--- config.mk ---
export PLATFORM = sky130hd
export DESIGN_NAME = actrl_top
export DESIGN_NICKNAME = d
export VERILOG_FILES = /design/src/verilog/actrl_pkg.sv /design/src/verilog/actrl_prescale.sv /design/src/verilog/actrl_top.sv
export SDC_FILE = /design/constraint.sdc
export NUM_CORES = 1
export LEC_CHECK = 0
export BUFFER_PORTS_ARGS = -buffer_cell sky130_fd_sc_hd__buf_2
export CAP_MARGIN = 0
export CORE_MARGIN = 1
export CORE_UTILIZATION = 50
export DETAILED_ROUTE_END_ITERATION = 7
export GPL_ROUTABILITY_DRIVEN = 0
export PLACE_DENSITY = 0.76
export SETUP_SLACK_MARGIN = 0.05
export SLEW_MARGIN = 40
export SYNTH_ARGS = -nofsm -noshare
export SYNTH_HDL_FRONTEND = slang
export SYNTH_SLANG_ARGS = --single-unit
--- constraint.sdc ---
create_clock -name MCLK -period 6.1 [get_ports MCLK]
set_input_delay 0.61 -clock MCLK [delete_from_list [all_inputs] [get_ports MCLK]]
set_output_delay 0.61 -clock MCLK [all_outputs]
set_load 0.05 [all_outputs]
--- src/verilog/actrl_pkg.sv ---
// Package with register map, field positions, reset values and types of the converter control block
package actrl_pkg;

    // Bus widths
    localparam int ADDR_W = 8;
    localparam int DATA_W = 32;

    // Register indices; each index times four gives the byte address
    localparam logic [7:0] IDX_CTRL_B  = 8'h03;
    localparam logic [7:0] IDX_RES_LO  = 8'h04;
    localparam logic [7:0] IDX_RES_HI  = 8'h05;
    localparam logic [7:0] IDX_CTRL_A  = 8'h06;
    localparam logic [7:0] IDX_CHAN    = 8'h07;
    localparam logic [7:0] IDX_DIS     = 8'h14;

    // Byte addresses on the bus
    localparam logic [7:0] ADDR_CTRL_B = {IDX_CTRL_B[5:0], 2'b00};
    localparam logic [7:0] ADDR_RES_LO = {IDX_RES_LO[5:0], 2'b00};
    localparam logic [7:0] ADDR_RES_HI = {IDX_RES_HI[5:0], 2'b00};
    localparam logic [7:0] ADDR_CTRL_A = {IDX_CTRL_A[5:0], 2'b00};
    localparam logic [7:0] ADDR_CHAN   = {IDX_CHAN[5:0], 2'b00};
    localparam logic [7:0] ADDR_DIS    = {IDX_DIS[5:0], 2'b00};

    // Control A fields
    localparam int A_ENABLE   = 7;
    localparam int A_START    = 6;
    localparam int A_AUTO     = 5;
    localparam int A_DONE     = 4;
    localparam int A_IRQ_EN   = 3;
    localparam int A_DIV_LSB  = 0;

    // Left alignment bit of the channel register
    localparam int CHAN_LEFT  = 5;

    // Control B fields
    localparam int B_BIPOLAR  = 7;
    localparam int B_SWAP     = 5;
    localparam int B_TRIG_LSB = 0;
    localparam logic [7:0] B_WMASK   = 8'hE7;

    // Digital input disable mask
    localparam logic [7:0] DIS_WMASK = 8'h3F;

    // Reset values
    localparam logic [7:0] RST_REG   = 8'h00;

    // Result shaping
    localparam int RES_W  = 10;
    localparam int DIFF_W = 11;
    localparam int PIN_N  = 6;
    localparam int DIV_W  = 7;
    localparam logic signed [11:0] UNI_MAX = 12'sh3FF;
    localparam logic signed [11:0] BIP_MAX = 12'sh1FF;
    localparam logic signed [11:0] BIP_MIN = -12'sh200;

    // Auto trigger sources
    typedef enum logic [2:0] {
        TRIG_FREE   = 3'b000,
        TRIG_COMP   = 3'b001,
        TRIG_EXT0   = 3'b010,
        TRIG_CMPA   = 3'b011,
        TRIG_OVF    = 3'b100,
        TRIG_CMPB   = 3'b101,
        TRIG_PINCHG = 3'b110,
        TRIG_NONE   = 3'b111
    } actrl_trig_t;

    // Main block state
    typedef struct packed {
        logic              pready;
        logic              pslverr;
        logic [31:0]       prdata;
        logic [7:0]        ctrl_a;
        logic [7:0]        chan;
        logic [7:0]        ctrl_b;
        logic [7:0]        dis;
        logic [9:0]        result;
        logic              locked;
        logic              busy;
        logic              start_pulse;
        logic              trig_prev;
        logic [5:0]        pin_s1;
        logic [5:0]        pin_s2;
        logic [5:0]        pin_read;
    } actrl_state_t;

    // Prescaler state
    typedef struct packed {
        logic [6:0]        cnt;
        logic              clk_out;
    } actrl_div_state_t;

endpackage

--- src/verilog/actrl_prescale.sv ---
// Converter clock prescaler driven by the three-bit divider select
module actrl_prescale #(
    parameter int CNT_W = actrl_pkg::DIV_W
) (
    input  wire logic       clk,
    input  wire logic       rst_n,
    input  wire logic       ce,
    input  wire logic       run,
    input  wire logic [2:0] sel,
    output logic            div_clk
);

    actrl_pkg::actrl_div_state_t st;
    actrl_pkg::actrl_div_state_t next_st;
    logic [2:0]                  bit_idx;

    // Codes 0 and 1 both tap bit 0 (divide by 2), code 7 taps bit 6 (divide by 128)
    always_comb begin
        bit_idx = (sel == 3'h0) ? 3'h0 : sel - 3'h1;
        next_st = st;
        if (run) begin
            next_st.cnt     = st.cnt + 7'h01;
            next_st.clk_out = next_st.cnt[bit_idx];
        end else begin
            next_st.cnt     = 7'h00;
            next_st.clk_out = 1'b0;
        end
    end

    // State register, frozen while clock enable is low
    always_ff @(posedge clk) begin
        if (!rst_n) begin
            st <= '0;
        end else if (ce) begin
            st <= next_st;
        end
    end

    assign div_clk = st.clk_out;

endmodule

--- src/verilog/actrl_top.sv ---
// Converter control block: registers, result formatting, read lock, auto trigger and input disable
//
// Register access over APB was decided locally.
module actrl_top (
    input  wire logic        MCLK,
    input  wire logic        RSTN,
    input  wire logic        CE,
    input  wire logic        PSEL,
    input  wire logic        PENABLE,
    input  wire logic        PWRITE,
    input  wire logic [7:0]  PADDR,
    input  wire logic [31:0] PWDATA,
    output logic      [31:0] PRDATA,
    output logic             PREADY,
    output logic             PSLVERR,
    output logic             CONV_CLK,
    output logic             CONV_ENABLE,
    output logic             CONV_START,
    output logic             CONV_BIPOLAR,
    output logic             CONV_SWAP,
    output logic      [3:0]  CONV_CHANNEL,
    input  wire logic        CONV_DONE,
    input  wire logic [10:0] CONV_DIFF,
    input  wire logic [6:1]  TRIG_FLAGS,
    input  wire logic [5:0]  PIN_RAW,
    output logic      [5:0]  PIN_READ,
    output logic      [5:0]  INBUF_OFF
);

    actrl_pkg::actrl_state_t st;
    actrl_pkg::actrl_state_t next_st;
    logic                    div_clk;
    logic                    enable;
    logic                    left;
    logic [7:0]              res_lo;
    logic [7:0]              res_hi;
    logic [7:0]              rd_val;
    logic                    mapped;
    logic                    access;
    logic                    done_xfer;
    logic                    trig_level;
    logic                    trig_edge;
    logic                    start_req;
    logic                    restart;
    actrl_pkg::actrl_trig_t  trig_sel;

    // Shapes the signed difference into the stored ten-bit result
    function automatic logic [9:0] shape(input logic [10:0] d, input logic bip, input logic swap);
        logic signed [11:0] v;
        logic [9:0]         r;
        v = $signed({d[10], d});
        if (swap) begin
            v = -v;
        end
        if (bip) begin
            v = v >>> 1;
            if (v > actrl_pkg::BIP_MAX) begin
                r = actrl_pkg::BIP_MAX[9:0];
            end else if (v < actrl_pkg::BIP_MIN) begin
                r = actrl_pkg::BIP_MIN[9:0];
            end else begin
                r = v[9:0];
            end
        end else begin
            if (v < 12'sh000) begin
                r = 10'h000;
            end else if (v > actrl_pkg::UNI_MAX) begin
                r = actrl_pkg::UNI_MAX[9:0];
            end else begin
                r = v[9:0];
            end
        end
        return r;
    endfunction

    // Prescaler runs only while the converter is enabled
    actrl_prescale #(
        .CNT_W (actrl_pkg::DIV_W)
    ) u_prescale (
        .clk     (MCLK),
        .rst_n   (RSTN),
        .ce      (CE),
        .run     (st.ctrl_a[actrl_pkg::A_ENABLE]),
        .sel     (st.ctrl_a[actrl_pkg::A_DIV_LSB +: 3]),
        .div_clk (div_clk)
    );

    // Result presentation follows the alignment bit with no delay
    always_comb begin
        left = st.chan[actrl_pkg::CHAN_LEFT];
        if (left) begin
            res_hi = st.result[9:2];
            res_lo = {st.result[1:0], 6'h00};
        end else begin
            res_hi = {6'h00, st.result[9:8]};
            res_lo = st.result[7:0];
        end
    end

    // Read multiplexer and address decode
    always_comb begin
        mapped = 1'b1;
        case (PADDR)
            actrl_pkg::ADDR_CTRL_A: rd_val = {st.ctrl_a[7], st.busy, st.ctrl_a[5:0]};
            actrl_pkg::ADDR_CHAN:   rd_val = st.chan;
            actrl_pkg::ADDR_CTRL_B: rd_val = st.ctrl_b & actrl_pkg::B_WMASK;
            actrl_pkg::ADDR_RES_LO: rd_val = res_lo;
            actrl_pkg::ADDR_RES_HI: rd_val = res_hi;
            actrl_pkg::ADDR_DIS:    rd_val = st.dis & actrl_pkg::DIS_WMASK;
            default: begin
                rd_val = 8'h00;
                mapped = 1'b0;
            end
        endcase
    end

    // Trigger source selection and edge detection
    always_comb begin
        trig_sel = actrl_pkg::actrl_trig_t'(st.ctrl_b[actrl_pkg::B_TRIG_LSB +: 3]);
        case (trig_sel)
            actrl_pkg::TRIG_FREE:   trig_level = 1'b0;
            actrl_pkg::TRIG_COMP:   trig_level = TRIG_FLAGS[1];
            actrl_pkg::TRIG_EXT0:   trig_level = TRIG_FLAGS[2];
            actrl_pkg::TRIG_CMPA:   trig_level = TRIG_FLAGS[3];
            actrl_pkg::TRIG_OVF:    trig_level = TRIG_FLAGS[4];
            actrl_pkg::TRIG_CMPB:   trig_level = TRIG_FLAGS[5];
            actrl_pkg::TRIG_PINCHG: trig_level = TRIG_FLAGS[6];
            default:                trig_level = 1'b0;
        endcase
        // Previous level is of whatever was selected, so a switch can form an edge
        trig_edge = trig_level & ~st.trig_prev;
    end

    // Next state
    always_comb begin
        next_st             = st;
        next_st.start_pulse = 1'b0;
        access              = PSEL & PENABLE;
        done_xfer           = access & st.pready;
        start_req           = 1'b0;
        enable              = st.ctrl_a[actrl_pkg::A_ENABLE];

        // Bus answer prepared in the first access cycle
        if (access && !st.pready) begin
            next_st.pready  = 1'b1;
            next_st.pslverr = ~mapped;
            next_st.prdata  = {24'h000000, rd_val};
        end

        // Effects at the edge that completes the transfer
        if (done_xfer) begin
            next_st.pready  = 1'b0;
            next_st.pslverr = 1'b0;
            if (PWRITE) begin
                case (PADDR)
                    actrl_pkg::ADDR_CTRL_A: begin
                        next_st.ctrl_a[7]   = PWDATA[actrl_pkg::A_ENABLE];
                        next_st.ctrl_a[5]   = PWDATA[actrl_pkg::A_AUTO];
                        next_st.ctrl_a[3:0] = PWDATA[3:0];
                        if (PWDATA[actrl_pkg::A_DONE]) begin
                            next_st.ctrl_a[actrl_pkg::A_DONE] = 1'b0;
                        end
                        start_req = PWDATA[actrl_pkg::A_START];
                    end
                    actrl_pkg::ADDR_CHAN:   next_st.chan   = PWDATA[7:0];
                    actrl_pkg::ADDR_CTRL_B: next_st.ctrl_b = PWDATA[7:0] & actrl_pkg::B_WMASK;
                    actrl_pkg::ADDR_DIS:    next_st.dis    = PWDATA[7:0] & actrl_pkg::DIS_WMASK;
                    default: begin
                    end
                endcase
            end else begin
                if (PADDR == actrl_pkg::ADDR_RES_LO) begin
                    next_st.locked = 1'b1;
                end
                if (PADDR == actrl_pkg::ADDR_RES_HI) begin
                    next_st.locked = 1'b0;
                end
            end
        end

        // Auto trigger only counts while enabled
        next_st.trig_prev = trig_level;
        if (st.ctrl_a[actrl_pkg::A_AUTO] && trig_edge) begin
            start_req = 1'b1;
        end

        // Completion: unless locked, load the result and raise the done flag
        restart = 1'b0;
        if (CONV_DONE && st.busy) begin
            next_st.busy = 1'b0;
            if (!next_st.locked) begin
                next_st.result = shape(CONV_DIFF, st.ctrl_b[actrl_pkg::B_BIPOLAR],
                                       st.ctrl_b[actrl_pkg::B_SWAP]);
                next_st.ctrl_a[actrl_pkg::A_DONE] = 1'b1;
            end
            restart = st.ctrl_a[actrl_pkg::A_AUTO] && (trig_sel == actrl_pkg::TRIG_FREE);
        end

        // Start a conversion when idle and enabled
        if ((start_req || restart) && next_st.ctrl_a[actrl_pkg::A_ENABLE] && !next_st.busy) begin
            next_st.busy        = 1'b1;
            next_st.start_pulse = 1'b1;
        end

        // Turning the converter off ends any conversion
        if (!enable && !next_st.ctrl_a[actrl_pkg::A_ENABLE]) begin
            next_st.busy        = 1'b0;
            next_st.start_pulse = 1'b0;
        end

        // Pin synchronisers and gated pin readback
        next_st.pin_s1   = PIN_RAW;
        next_st.pin_s2   = st.pin_s1;
        next_st.pin_read = st.pin_s2 & ~st.dis[5:0];
    end

    // State register, frozen while clock enable is low
    always_ff @(posedge MCLK) begin
        if (!RSTN) begin
            st <= '0;
        end else if (CE) begin
            st <= next_st;
        end
    end

    // Outputs straight from flip-flops
    assign PRDATA       = st.prdata;
    assign PREADY       = st.pready;
    assign PSLVERR      = st.pslverr;
    assign CONV_CLK     = div_clk;
    assign CONV_ENABLE  = st.ctrl_a[actrl_pkg::A_ENABLE];
    assign CONV_START   = st.start_pulse;
    assign CONV_BIPOLAR = st.ctrl_b[actrl_pkg::B_BIPOLAR];
    assign CONV_SWAP    = st.ctrl_b[actrl_pkg::B_SWAP];
    assign CONV_CHANNEL = st.chan[3:0];
    assign PIN_READ     = st.pin_read;
    assign INBUF_OFF    = st.dis[5:0];

endmodule

Word level (Yosys, flattened, before mapping)
Index checks and enable logic that the tools add are counted.
{ "totals": {"in_bits": 70, "out_inout_bits": 55, "regBits": 77} }
{ "classes": {"muxes": 43, "reduce_logical": 23, "bitwise": 8, "eq_ne": 12, "order_cmp": 5, "addsub": 3} }
{ "ops": {"columns": ["op", "count"], "rows": [
  ["29-bit 2-to-1 mux", 2],
  ["10-bit 2-to-1 mux", 5],
  ["8-bit one-hot mux with 6 select lines", 1],
  ["8-bit 2-to-1 mux", 5],
  ["12-bit 2-to-1 mux", 3],
  ["34-bit 2-to-1 mux", 1],
  ["8-bit by 5-bit equality test with 1-bit output (second input constant)", 4],
  ["1-bit 2-to-1 mux", 18],
  ["4-bit AND reduction", 4],
  ["12-bit by 11-bit greater-than comparator with 1-bit output (second input constant)", 1],
  ["12-bit by 1-bit less-than comparator with 1-bit output (second input constant)", 1],
  ["11-bit negation with 12-bit output", 1],
  ["11-bit by 10-bit greater-than comparator with 1-bit output (second input constant)", 1],
  ["11-bit by 10-bit less-than comparator with 1-bit output (second input constant)", 1],
  ["3-bit equality test (second input constant)", 3],
  ["8-bit by 4-bit equality test with 1-bit output (second input constant)", 1],
  ["8-bit by 7-bit equality test with 1-bit output (second input constant)", 1],
  ["7-bit by 1-bit adder with 7-bit output (second input constant)", 1],
  ["1-bit logical AND", 7],
  ["6-bit bitwise AND", 1],
  ["3-bit by 2-bit equality test with 1-bit output (second input constant)", 2],
  ["3-bit zero test", 2],
  ["2-bit 2-to-1 mux", 3],
  ["6-bit 2-to-1 mux", 1],
  ["16 further kinds", 24]
]} }

Longest topological paths before layout
Gate-level depths: netlist (run 1).
{ "logic_depth": {"word_depth": 11, "ltp_mapped": 9} }

Hierarchy
A second synthesis (run 1) with hierarchy kept.
{ "unflattened": {"hier_cells": 528, "area_unflattened_um2": 4635.7} }
{ "by_module_without_submodules": {"columns": ["mod", "seq_area_each_um2", "area_per_inst_um2", "instances", "cells_each"], "rows": [
  ["actrl_top", 1381.3, 4036.4, 1, 456],
  ["actrl_prescale", 160.2, 599.3, 1, 72]
]} }

Worst setup path before layout (run 1)
No wires, ideal clock.
{ "synth_timing": {"path_kind": "input port to flip-flop", "startpoint": "in PADDR[5]", "endpoint": "reg st[29] (netlist bit)", "cell_stages": 8, "t_required_ns": 5.981, "arrival_ns": 2.252, "path_slack_ns": 3.730, "setup_ns": 0.119, "cell_sequence": "or4b_1 buf_2 nor4_4 nand2_1 a21oi_2 buf_4 o21ai_1 o221a_2"} }
{ "synth_via": {"elab_chain_cells": 7, "elab_cells_between_ends": 8, "classes_between": "eq/ne: 2; mux: 4; bitwise: 1; reduce/logical: 1"} }
{ "synth_rtl": {"columns": ["element", "line_no", "rtl"], "rows": [
  ["start, declared", "actrl_top.sv:11", "input wire logic [7:0] PADDR,"],
  ["8-bit by 5-bit equality test with 1-bit output", "actrl_top.sv:172", "if (PADDR == actrl_pkg::ADDR_RES_LO) begin"],
  ["1-bit 2-to-1 mux", "actrl_top.sv:172", null],
  ["1-bit 2-to-1 mux (*)", "actrl_top.sv:175", "if (PADDR == actrl_pkg::ADDR_RES_HI) begin"],
  ["1-bit 2-to-1 mux (*)", "actrl_top.sv:154", "if (PWRITE) begin"],
  ["1-bit 2-to-1 mux (*)", "actrl_top.sv:151", "if (done_xfer) begin"],
  ["1-bit NOT (no line) (*)", null, null],
  ["3-bit AND reduction (no line) (*)", null, null],
  ["end signal, assigned", "actrl_top.sv:222", "st <= next_st;"],
  ["end, declared", "actrl_top.sv:30", "actrl_pkg::actrl_state_t st;"]
]} }
Every way passes the cells marked *; elsewhere a longest branch is shown, timed or not.
A chain may end at the register's enable or synchronous reset.

Final worst setup path (run 1)
Same ends and word-level chain as after synthesis.

==> results of run 1 <==
==> worst max-delay path, stage by stage <==
cell and delay, ns:
buf_2 0.12, or4b_1 0.71, nor4_4 0.40, nand2_1 0.12, a21oi_2 0.66, o21ai_1 0.16
o221a_2 0.26
==> cell usage in the layout (no fill, tap or decap), types with 6 or more instances in the layout <==
cell	n
nor2_1	20
nand3b_1	10
buf_2	74
xnor2_1	7
mux2i_1	31
nor3_1	12
a21oi_1	23
nor2b_1	39
o21ai_0	40
a21boi_0	24
inv_1	13
nand2b_1	16
nand2_1	44
a22oi_1	8
dfxtp_1	77
clkbuf_8	9
a31oi_1	14
and2_1	6
conb_1	24
nand3_1	26
==> area by class of cell <==
class,count,area [sq um],area share [%]
tap,111,138.9,2.737
clock buffer,9,123.9,2.441
multi-input combinational,431,2740,53.99
inverter,13,48.80,0.9615
sequential,77,1541,30.37
timing repair buffer,78,400.4,7.890
clock inverter,7,81.33,1.603
==> layer usage <==
metal	wire length [microns]	part of all wire [%]	track usage, %	vias to the layer above
li1	-	-	-	2061
met1	4976	45	29.12	1927
met2	5149	46	37.77	152
met3	586	5.3	3.584	28
met4	401	3.6	12.44	0
met5	0	0	0	-
==> cell families (layout without fill, tap and decap cells) <==
family | Yosys count | in the layout | share of synthesized area, %
AO/OA/AOI/OAI | 153 | 153 | 21.32
XOR/XNOR | 10 | 10 | 1.851
adder cells (fa/ha/maj) | 4 | 4 | 1.058
buffers and inverters | 95 | 107 | 11.50
flip-flops | 77 | 77 | 32.58
multiplexers | 34 | 34 | 7.273
other | 1 | 24 | 0.07927
AND/OR/NAND/NOR | 206 | 206 | 24.33
==> sequential cells by signal, summed over array words and instances (netlist names) <==
name / count
CONV_START: 1
INBUF_OFF: 6
CONV_ENABLE: 1
CONV_BIPOLAR: 1
PREADY: 1
u_prescale.div_clk: 1
left: 1
PIN_READ: 6
next_st: 6
CONV_SWAP: 1
st: 32
PSLVERR: 1
CONV_CHANNEL: 4
u_prescale.st: 7
PRDATA: 8
==> per-stage QoR <==
stage / util [%] / std cells
after global routing: 55.18 / 726
after detailed placement: 52.83 / 710
after floorplan: - / 603
after CTS: 55.06 / 726
final: 55.18 / 726
after global placement: 52.80 / 710
==> worst paths after layout <==
check                           slack (ns)  cells past startpoint         from           to
worst max register to register        3.78                      6       PREADY       st[55]
worst min-delay path                  0.48                      2  PIN_READ[2]  PIN_READ[2]
worst max-delay path                  3.30                      7     PADDR[5]       st[29]
worst min register to register        0.48                      2  PIN_READ[2]  PIN_READ[2]
==> power groups by stage <==
stage                     Combinational, mW  Sequential [mW]  Clock [mW]
after floorplan                       0.109            0.527           0
after global placement                0.131            0.525           0
after detailed placement              0.133            0.526           0
after CTS                             0.133            0.514       0.411
after global routing                  0.144            0.515       0.432
final                                 0.135            0.514       0.403
==> report_table.html, run 1 <==
<table>
<tr><th>Metric</th><th>Value</th></tr>
<tr><th colspan="2">Run status</th></tr>
<tr><td>Status</td><td>finished clean</td></tr>
<tr><th colspan="2">Synthesis</th></tr>
<tr><td>Mapped Cells</td><td>580</td></tr>
<tr><td>FFs w/ async S/R, synth</td><td>0%</td></tr>
<tr><td>Count of warnings emitted by yosys</td><td>0</td></tr>
<tr><td>Post-synth cell types</td><td>64</td></tr>
<tr><td>Syn avg cell area</td><td>8.157 sq um</td></tr>
<tr><td>Post-synthesis register bit count</td><td>77</td></tr>
<tr><td>Area share of the largest cell type after synthesis</td><td>32.58%</td></tr>
<tr><td>Most used DFF post-synth</td><td>dfxtp_1</td></tr>
<tr><td>Sequential area share after synthesis</td><td>32.58%</td></tr>
<tr><td>Cell area after technology mapping</td><td>4731 sq um</td></tr>
<tr><td>Post-synth EDFFs</td><td>0</td></tr>
<tr><td>Top cell types by occurrence after synthesis</td><td>dfxtp_1, buf_4, nand2_1</td></tr>
<tr><td>Dominant cell type by area after synthesis</td><td>dfxtp_1</td></tr>
<tr><td>Top cells by area, synth</td><td>dfxtp_1, buf_4, mux2i_1</td></tr>
<tr><td>Most repeated cell in the gate-level netlist after synthesis</td><td>dfxtp_1</td></tr>
<tr><th colspan="2">Timing</th></tr>
<tr><td>Min Hold Slack</td><td>0.4840 ns</td></tr>
<tr><td>Slew Limit Headroom</td><td>46.77%</td></tr>
<tr><td>Final slew viol count</td><td>0</td></tr>
<tr><td>Number of endpoints failing setup at the final stage</td><td>0</td></tr>
<tr><td>Total Neg Setup Slack</td><td>0 ns</td></tr>
<tr><td>Worst path setup slack after routing</td><td>3.303 ns</td></tr>
<tr><td>Max Freq</td><td>357.5 MHz</td></tr>
<tr><td>Final hold violation count</td><td>0</td></tr>
<tr><td>Setup repair after global routing missed its margin</td><td>no</td></tr>
<tr><td>Maximum clock skew at final layout</td><td>0.009621 ns</td></tr>
<tr><td>Clock period minus worst slack</td><td>2.797 ns</td></tr>
<tr><td>Final clock period utilization by the worst path</td><td>45.86%</td></tr>
<tr><td>Measured slew at the worst slew-check pin</td><td>0.7984 ns</td></tr>
<tr><th colspan="2">Min path</th></tr>
<tr><td>Worst hold-check path type</td><td>register to register</td></tr>
<tr><th colspan="2">Placement</th></tr>
<tr><td>Placed cell areas</td><td>4858 sq um</td></tr>
<tr><td>Placed wire-length estimate</td><td>8108 microns</td></tr>
<tr><td>Pre-CTS setup slack</td><td>2.923 ns</td></tr>
<tr><td>Count of buffers from port buffering</td><td>76</td></tr>
<tr><th colspan="2">Drt</th></tr>
<tr><td>Vias/cell</td><td>5.741</td></tr>
<tr><td>Final wirelength</td><td>11110 microns</td></tr>
<tr><td>Starting DRT DRC Count</td><td>250</td></tr>
<tr><td>Total DRC errors in the routed layout</td><td>0</td></tr>
<tr><td>DR vias</td><td>4168</td></tr>
<tr><td>Routed WL per cell</td><td>15.31 microns</td></tr>
<tr><td>Total iterations of the first detailed-routing run</td><td>7</td></tr>
<tr><td>Residual antenna-violating net count after detailed routing</td><td>0</td></tr>
<tr><th colspan="2">Die</th></tr>
<tr><td>Height of the die</td><td>99.27 microns</td></tr>
<tr><td>Die extent in x</td><td>99.27 microns</td></tr>
<tr><td>Number of cell rows</td><td>35</td></tr>
<tr><td>Number of placed I/O pins</td><td>125</td></tr>
<tr><td>Die Outline Area</td><td>9855 sq um</td></tr>
<tr><td>Placeable core region</td><td>9196 sq um</td></tr>
<tr><td>Initial core utilization</td><td>51.44%</td></tr>
<tr><th colspan="2">Clock network</th></tr>
<tr><td>Root buffer cell</td><td>clkbuf_8</td></tr>
<tr><td>Maximum count of clock buffers along a single path</td><td>2</td></tr>
<tr><td>Total CTS buffers</td><td>9</td></tr>
<tr><td>Worst-skew pair later-pin latency</td><td>0.36 ns</td></tr>
<tr><td>CTS sink cnt</td><td>77</td></tr>
<tr><td>Clock tree from TritonCTS</td><td>done</td></tr>
<tr><td>Clock-pin slew on the worst setup and hold paths</td><td>0.09 ns</td></tr>
<tr><td>H-Tree Depth</td><td>3</td></tr>
<tr><td>Hold Buf Count CTS</td><td>0</td></tr>
<tr><td>Post-CTS resize count</td><td>0</td></tr>
<tr><td>Buffers inserted by post-CTS timing repair</td><td>0</td></tr>
<tr><th colspan="2">Cells and area</th></tr>
<tr><td>Ant diodes</td><td>0</td></tr>
<tr><td>Proportion of layout cells with a drive suffix above 1</td><td>18.21%</td></tr>
<tr><td>Layout Nets</td><td>684</td></tr>
<tr><td>Final-layout fill cell count</td><td>898</td></tr>
<tr><td>Area growth from synthesis to layout</td><td>7.273%</td></tr>
<tr><td>Cell area after layout</td><td>5075 sq um</td></tr>
<tr><th colspan="2">Worst setup path</th></tr>
<tr><td>Kind of capture point of the worst setup path</td><td>register</td></tr>
<tr><td>Crit start category</td><td>input pin</td></tr>
<tr><td>Largest driver fanout on the critical path</td><td>21</td></tr>
<tr><td>Type of the worst setup path</td><td>input pin to register</td></tr>
<tr><td>Worst endpoint data arrival time</td><td>3.04 ns</td></tr>
<tr><td>Required time of the worst setup path</td><td>6.35 ns</td></tr>
<tr><th colspan="2">Power and ir drop</th></tr>
<tr><td>Net Switching</td><td>0.3088 mW</td></tr>
<tr><td>Internal power contribution</td><td>0.7425 mW</td></tr>
<tr><td>Share of power burned in the clock network</td><td>38.3%</td></tr>
<tr><td>Worst voltage drop across the vdd grid</td><td>91.31 uV</td></tr>
<tr><td>Post-layout total power</td><td>1.051 mW</td></tr>
<tr><td>Combinational share of power</td><td>12.8%</td></tr>
<tr><td>Reg power frac</td><td>48.9%</td></tr>
<tr><td>Switching share of power</td><td>29.37%</td></tr>
<tr><td>Cell leakage power</td><td>2.003 nW</td></tr>
<tr><td>PD cells</td><td>207.2 nW/um^2</td></tr>
<tr><th colspan="2">Flow run</th></tr>
<tr><td>Max cap viols</td><td>0</td></tr>
<tr><th colspan="2">Global routing</th></tr>
<tr><td>Largest net degree at the start of global routing</td><td>80</td></tr>
<tr><td>Via count of the first global-routing pass</td><td>3729</td></tr>
<tr><td>Number of antenna violations at the first check in global routing</td><td>0</td></tr>
<tr><td>Global-route wire length before repair</td><td>18130 microns</td></tr>
<tr><td>Leftover overflow at the end of global routing</td><td>0</td></tr>
<tr><td>Global-route total usage across every layer</td><td>23.03%</td></tr>
</table>
Note: power is estimated with default switching activity, not from simulation.
==> run 2, diff against run 1 <==
--- a/config.mk
+++ b/config.mk
@@ -5,13 +5,14 @@
 export SDC_FILE = /design/constraint.sdc
 export NUM_CORES = 1
 export LEC_CHECK = 0
+export ABC_AREA = 1
 export BUFFER_PORTS_ARGS = -buffer_cell sky130_fd_sc_hd__buf_2
 export CAP_MARGIN = 0
 export CORE_MARGIN = 1
 export CORE_UTILIZATION = 50
 export DETAILED_ROUTE_END_ITERATION = 7
 export GPL_ROUTABILITY_DRIVEN = 0
-export PLACE_DENSITY = 0.76
+export PLACE_DENSITY = 0.77
 export SETUP_SLACK_MARGIN = 0.05
 export SLEW_MARGIN = 40
 export SYNTH_ARGS = -nofsm -noshare
==> constraint.sdc (replaced) <==
create_clock -name MCLK -period 2.7 [get_ports MCLK]
set_input_delay 0.27 -clock MCLK [delete_from_list [all_inputs] [get_ports MCLK]]
set_output_delay 0.27 -clock MCLK [all_outputs]
set_load 0.05 [all_outputs]
==> report_table.html, run 2 <==
<table>
<tr><th>Metric</th><th>Value</th></tr>
<tr><th colspan="2">Worst setup path</th></tr>
<tr><td>Worst endpoint data arrival time</td><td>2.09 ns</td></tr>
<tr><td>Largest driver fanout on the critical path</td><td>15</td></tr>
<tr><td>Required time of the worst setup path</td><td>2.96 ns</td></tr>
<tr><td>Reg-to-reg critical path startpoint</td><td>CONV_SWAP</td></tr>
<tr><td>Type of the worst setup path</td><td>register to register</td></tr>
<tr><td>Worst reg2reg path endpoint</td><td>st[30]</td></tr>
<tr><td>Register-to-Register Setup Slack</td><td>0.87 ns</td></tr>
<tr><td>Count of cells along the worst register-to-register path</td><td>9</td></tr>
<tr><td>Kind of capture point of the worst setup path</td><td>register</td></tr>
<tr><td>Crit start category</td><td>register</td></tr>
<tr><th colspan="2">Cells and area</th></tr>
<tr><td>Area growth from synthesis to layout</td><td>8.019%</td></tr>
<tr><td>Most common cell after layout, fill and taps aside</td><td>nand2_1</td></tr>
<tr><td>Ant diodes</td><td>0</td></tr>
<tr><td>Proportion of layout cells with a drive suffix above 1</td><td>17.27%</td></tr>
<tr><td>Layout Nets</td><td>788</td></tr>
<tr><td>Number of flip-flops under the largest register name</td><td>32</td></tr>
<tr><td>Final-layout fill cell count</td><td>850</td></tr>
<tr><td>Footprint of the multi-input gates</td><td>2202 sq um</td></tr>
<tr><td>Register Area</td><td>1541 sq um</td></tr>
<tr><td>Final standard cell count with taps included and fillers excluded</td><td>826</td></tr>
<tr><td>Biggest register</td><td>st</td></tr>
<tr><td>Most frequent cells in the layout</td><td>nand2_1, inv_1, nor2_1, dfxtp_1, buf_2</td></tr>
<tr><td>Final core occ</td><td>55.74%</td></tr>
<tr><th colspan="2">Placement</th></tr>
<tr><td>Placed wire-length estimate</td><td>7975 microns</td></tr>
<tr><td>Count of buffers from port buffering</td><td>76</td></tr>
<tr><td>Cells after DPL</td><td>811</td></tr>
<tr><td>Pre-CTS setup slack</td><td>0.7490 ns</td></tr>
<tr><th colspan="2">Synthesis</th></tr>
<tr><td>Post-synth EDFFs</td><td>0</td></tr>
<tr><td>Count of warnings emitted by yosys</td><td>0</td></tr>
<tr><td>Post-synthesis register bit count</td><td>77</td></tr>
<tr><td>Top cell types by occurrence after synthesis</td><td>nand2_1, inv_1, nor2_1</td></tr>
<tr><td>Syn avg cell area</td><td>6.674 sq um</td></tr>
<tr><td>Most repeated cell in the gate-level netlist after synthesis</td><td>nand2_1</td></tr>
<tr><td>Cell area after technology mapping</td><td>4478 sq um</td></tr>
<tr><td>Sequential area share after synthesis</td><td>34.42%</td></tr>
<tr><td>Area share of the largest cell type after synthesis</td><td>34.42%</td></tr>
<tr><td>FFs w/ async S/R, synth</td><td>0%</td></tr>
<tr><td>Post-synth cell types</td><td>35</td></tr>
<tr><td>Top cells by area, synth</td><td>dfxtp_1, nand2_1, buf_4</td></tr>
<tr><td>Mapped Cells</td><td>671</td></tr>
<tr><td>Most used DFF post-synth</td><td>dfxtp_1</td></tr>
<tr><td>Dominant cell type by area after synthesis</td><td>dfxtp_1</td></tr>
<tr><th colspan="2">Power and ir drop</th></tr>
<tr><td>Cell leakage power</td><td>2.263 nW</td></tr>
<tr><td>Net Switching</td><td>0.6874 mW</td></tr>
<tr><td>Share of power burned in the clock network</td><td>37.1%</td></tr>
<tr><td>PD cells</td><td>491.6 nW/um^2</td></tr>
<tr><td>Internal power contribution</td><td>1.690 mW</td></tr>
<tr><td>Reg power frac</td><td>49.4%</td></tr>
<tr><td>Combinational share of power</td><td>13.5%</td></tr>
<tr><td>Worst voltage drop across the vdd grid</td><td>207.7 uV</td></tr>
<tr><td>Switching share of power</td><td>28.91%</td></tr>
<tr><th colspan="2">Drt</th></tr>
<tr><td>Residual antenna-violating net count after detailed routing</td><td>0</td></tr>
<tr><td>DR vias</td><td>4279</td></tr>
<tr><td>Starting DRT DRC Count</td><td>281</td></tr>
<tr><td>Total DRC errors in the routed layout</td><td>0</td></tr>
<tr><td>Final wirelength</td><td>10550 microns</td></tr>
<tr><td>Routed WL per cell</td><td>12.78 microns</td></tr>
<tr><td>Vias/cell</td><td>5.180</td></tr>
<tr><td>Total iterations of the first detailed-routing run</td><td>5</td></tr>
<tr><th colspan="2">Clock network</th></tr>
<tr><td>Maximum count of clock buffers along a single path</td><td>2</td></tr>
<tr><td>Root buffer cell</td><td>clkbuf_8</td></tr>
<tr><td>Buffers inserted by post-CTS timing repair</td><td>0</td></tr>
<tr><td>Post-CTS resize count</td><td>0</td></tr>
<tr><td>Total CTS buffers</td><td>9</td></tr>
<tr><td>CTS sink cnt</td><td>77</td></tr>
<tr><td>Clock-pin slew on the worst setup and hold paths</td><td>0.08 ns</td></tr>
<tr><td>H-Tree Depth</td><td>3</td></tr>
<tr><td>Worst-skew pair later-pin latency</td><td>0.36 ns</td></tr>
<tr><td>Clock tree from TritonCTS</td><td>done</td></tr>
<tr><td>Hold Buf Count CTS</td><td>0</td></tr>
<tr><th colspan="2">Timing</th></tr>
<tr><td>Measured slew at the worst slew-check pin</td><td>0.6503 ns</td></tr>
<tr><td>Setup repair after global routing missed its margin</td><td>no</td></tr>
<tr><td>Final hold violation count</td><td>0</td></tr>
<tr><td>Clock period minus worst slack</td><td>1.835 ns</td></tr>
<tr><td>Maximum clock skew at final layout</td><td>0.01038 ns</td></tr>
<tr><td>Slew Limit Headroom</td><td>56.60%</td></tr>
<tr><td>Max Freq</td><td>545.1 MHz</td></tr>
<tr><td>Final clock period utilization by the worst path</td><td>67.95%</td></tr>
<tr><td>Min Hold Slack</td><td>0.1320 ns</td></tr>
<tr><td>Number of endpoints failing setup at the final stage</td><td>0</td></tr>
<tr><td>Worst path setup slack after routing</td><td>0.8654 ns</td></tr>
<tr><td>Total Neg Setup Slack</td><td>0 ns</td></tr>
<tr><td>Final slew viol count</td><td>0</td></tr>
<tr><th colspan="2">Die</th></tr>
<tr><td>Die extent in x</td><td>96.64 microns</td></tr>
<tr><td>Number of placed I/O pins</td><td>125</td></tr>
<tr><td>Initial core utilization</td><td>51.60%</td></tr>
<tr><td>Placeable core region</td><td>8678 sq um</td></tr>
<tr><td>Number of cell rows</td><td>34</td></tr>
<tr><td>Height of the die</td><td>96.64 microns</td></tr>
<tr><td>Die Outline Area</td><td>9338 sq um</td></tr>
<tr><th colspan="2">Global routing</th></tr>
<tr><td>Global-route wire length before repair</td><td>17870 microns</td></tr>
<tr><td>Leftover overflow at the end of global routing</td><td>0</td></tr>
<tr><td>Global-route total usage across every layer</td><td>23.19%</td></tr>
<tr><td>Largest net degree at the start of global routing</td><td>48</td></tr>
<tr><td>Number of antenna violations at the first check in global routing</td><td>0</td></tr>
<tr><td>Via count of the first global-routing pass</td><td>3960</td></tr>
<tr><th colspan="2">Run status</th></tr>
<tr><td>Status</td><td>finished clean</td></tr>
<tr><th colspan="2">Min path</th></tr>
<tr><td>Source of the worst hold timing path</td><td>PIN_RAW[0]</td></tr>
<tr><td>Hold Crit Depth</td><td>3</td></tr>
<tr><td>Worst hold-check path type</td><td>input pin to register</td></tr>
<tr><td>End point of the worst hold path</td><td>next_st[6]</td></tr>
<tr><th colspan="2">Flow run</th></tr>
<tr><td>Max cap viols</td><td>0</td></tr>
</table>
run 2: power by group through the flow:
stage,Combinational (mW),Sequential [mW],Clock (mW)
after floorplan,0.275,1.21,0
after global placement,0.314,1.20,0
after detailed placement,0.319,1.20,0
after CTS,0.320,1.17,0.895
after global routing,0.351,1.18,0.947
final,0.320,1.17,0.883
run 2: metrics by stage:
| stage | instance area (sq um) | power [mW] |
|---|---|---|
| 4_1_cts | 4837 | 2.390 |
| 6_report | 4837 | 2.378 |
| 5_1_grt | 4837 | 2.477 |
| 3_5_place_dp | 4639 | 1.520 |
| 2_1_floorplan | 4564 | 1.481 |
| 3_3_place_gp | 4639 | 1.514 |
run 2: worst max-delay path, cell delays in order (launching register included):
cell and delay [ns]:
dfxtp_1 0.59, inv_1 0.19, nor2_1 0.26, a21oi_4 0.11
nand2_2 0.20, nand2_1 0.11, nand2_1 0.07, nand3_1 0.10
nand2_1 0.08, inv_1 0.03
run 2: how the worst max path moves through the flow:
stage                      end  cells past startpoint  slack, ns       from
5_1_grt           INBUF_OFF[5]                      6       0.64     PREADY
3_5_place_dp   CONV_CHANNEL[1]                      9       0.75   PADDR[1]
6_report                st[30]                      9       0.87  CONV_SWAP
4_1_cts                 st[30]                      9       0.90  CONV_SWAP
3_3_place_gp            st[41]                      8       0.79   PADDR[6]
2_1_floorplan     INBUF_OFF[1]                      7       0.95     PREADY
run 2: area by class of cell:
class	instances	share of cell area [%]
flip-flops and latches	77	31.87
well taps	108	2.794
multi-input cells	454	45.53
repair buffers	81	8.639
clock buffers	10	2.845
inverters	91	7.087
clock inverters	5	1.242
run 2: logic make-up (layout without fill, tap and decap cells):
group	after synthesis	in the layout	synth area share, %
AOI/OAI and AO/OA	143	143	17.24
xor gates and xnor gates	11	11	2.151
adders and majority gates	4	4	1.118
buffers and inverters	163	187	18.33
DFF	77	77	34.42
other	1	24	0.08374
and+or+nand+nor	272	272	26.66
run 2: routing by layer:
layer | share of wire [%] | track usage (%)
met1 | 47 | 30.65
met2 | 43 | 36.62
met3 | 7.9 | 4.986
met4 | 2.1 | 9.644
met5 | 0 | 0
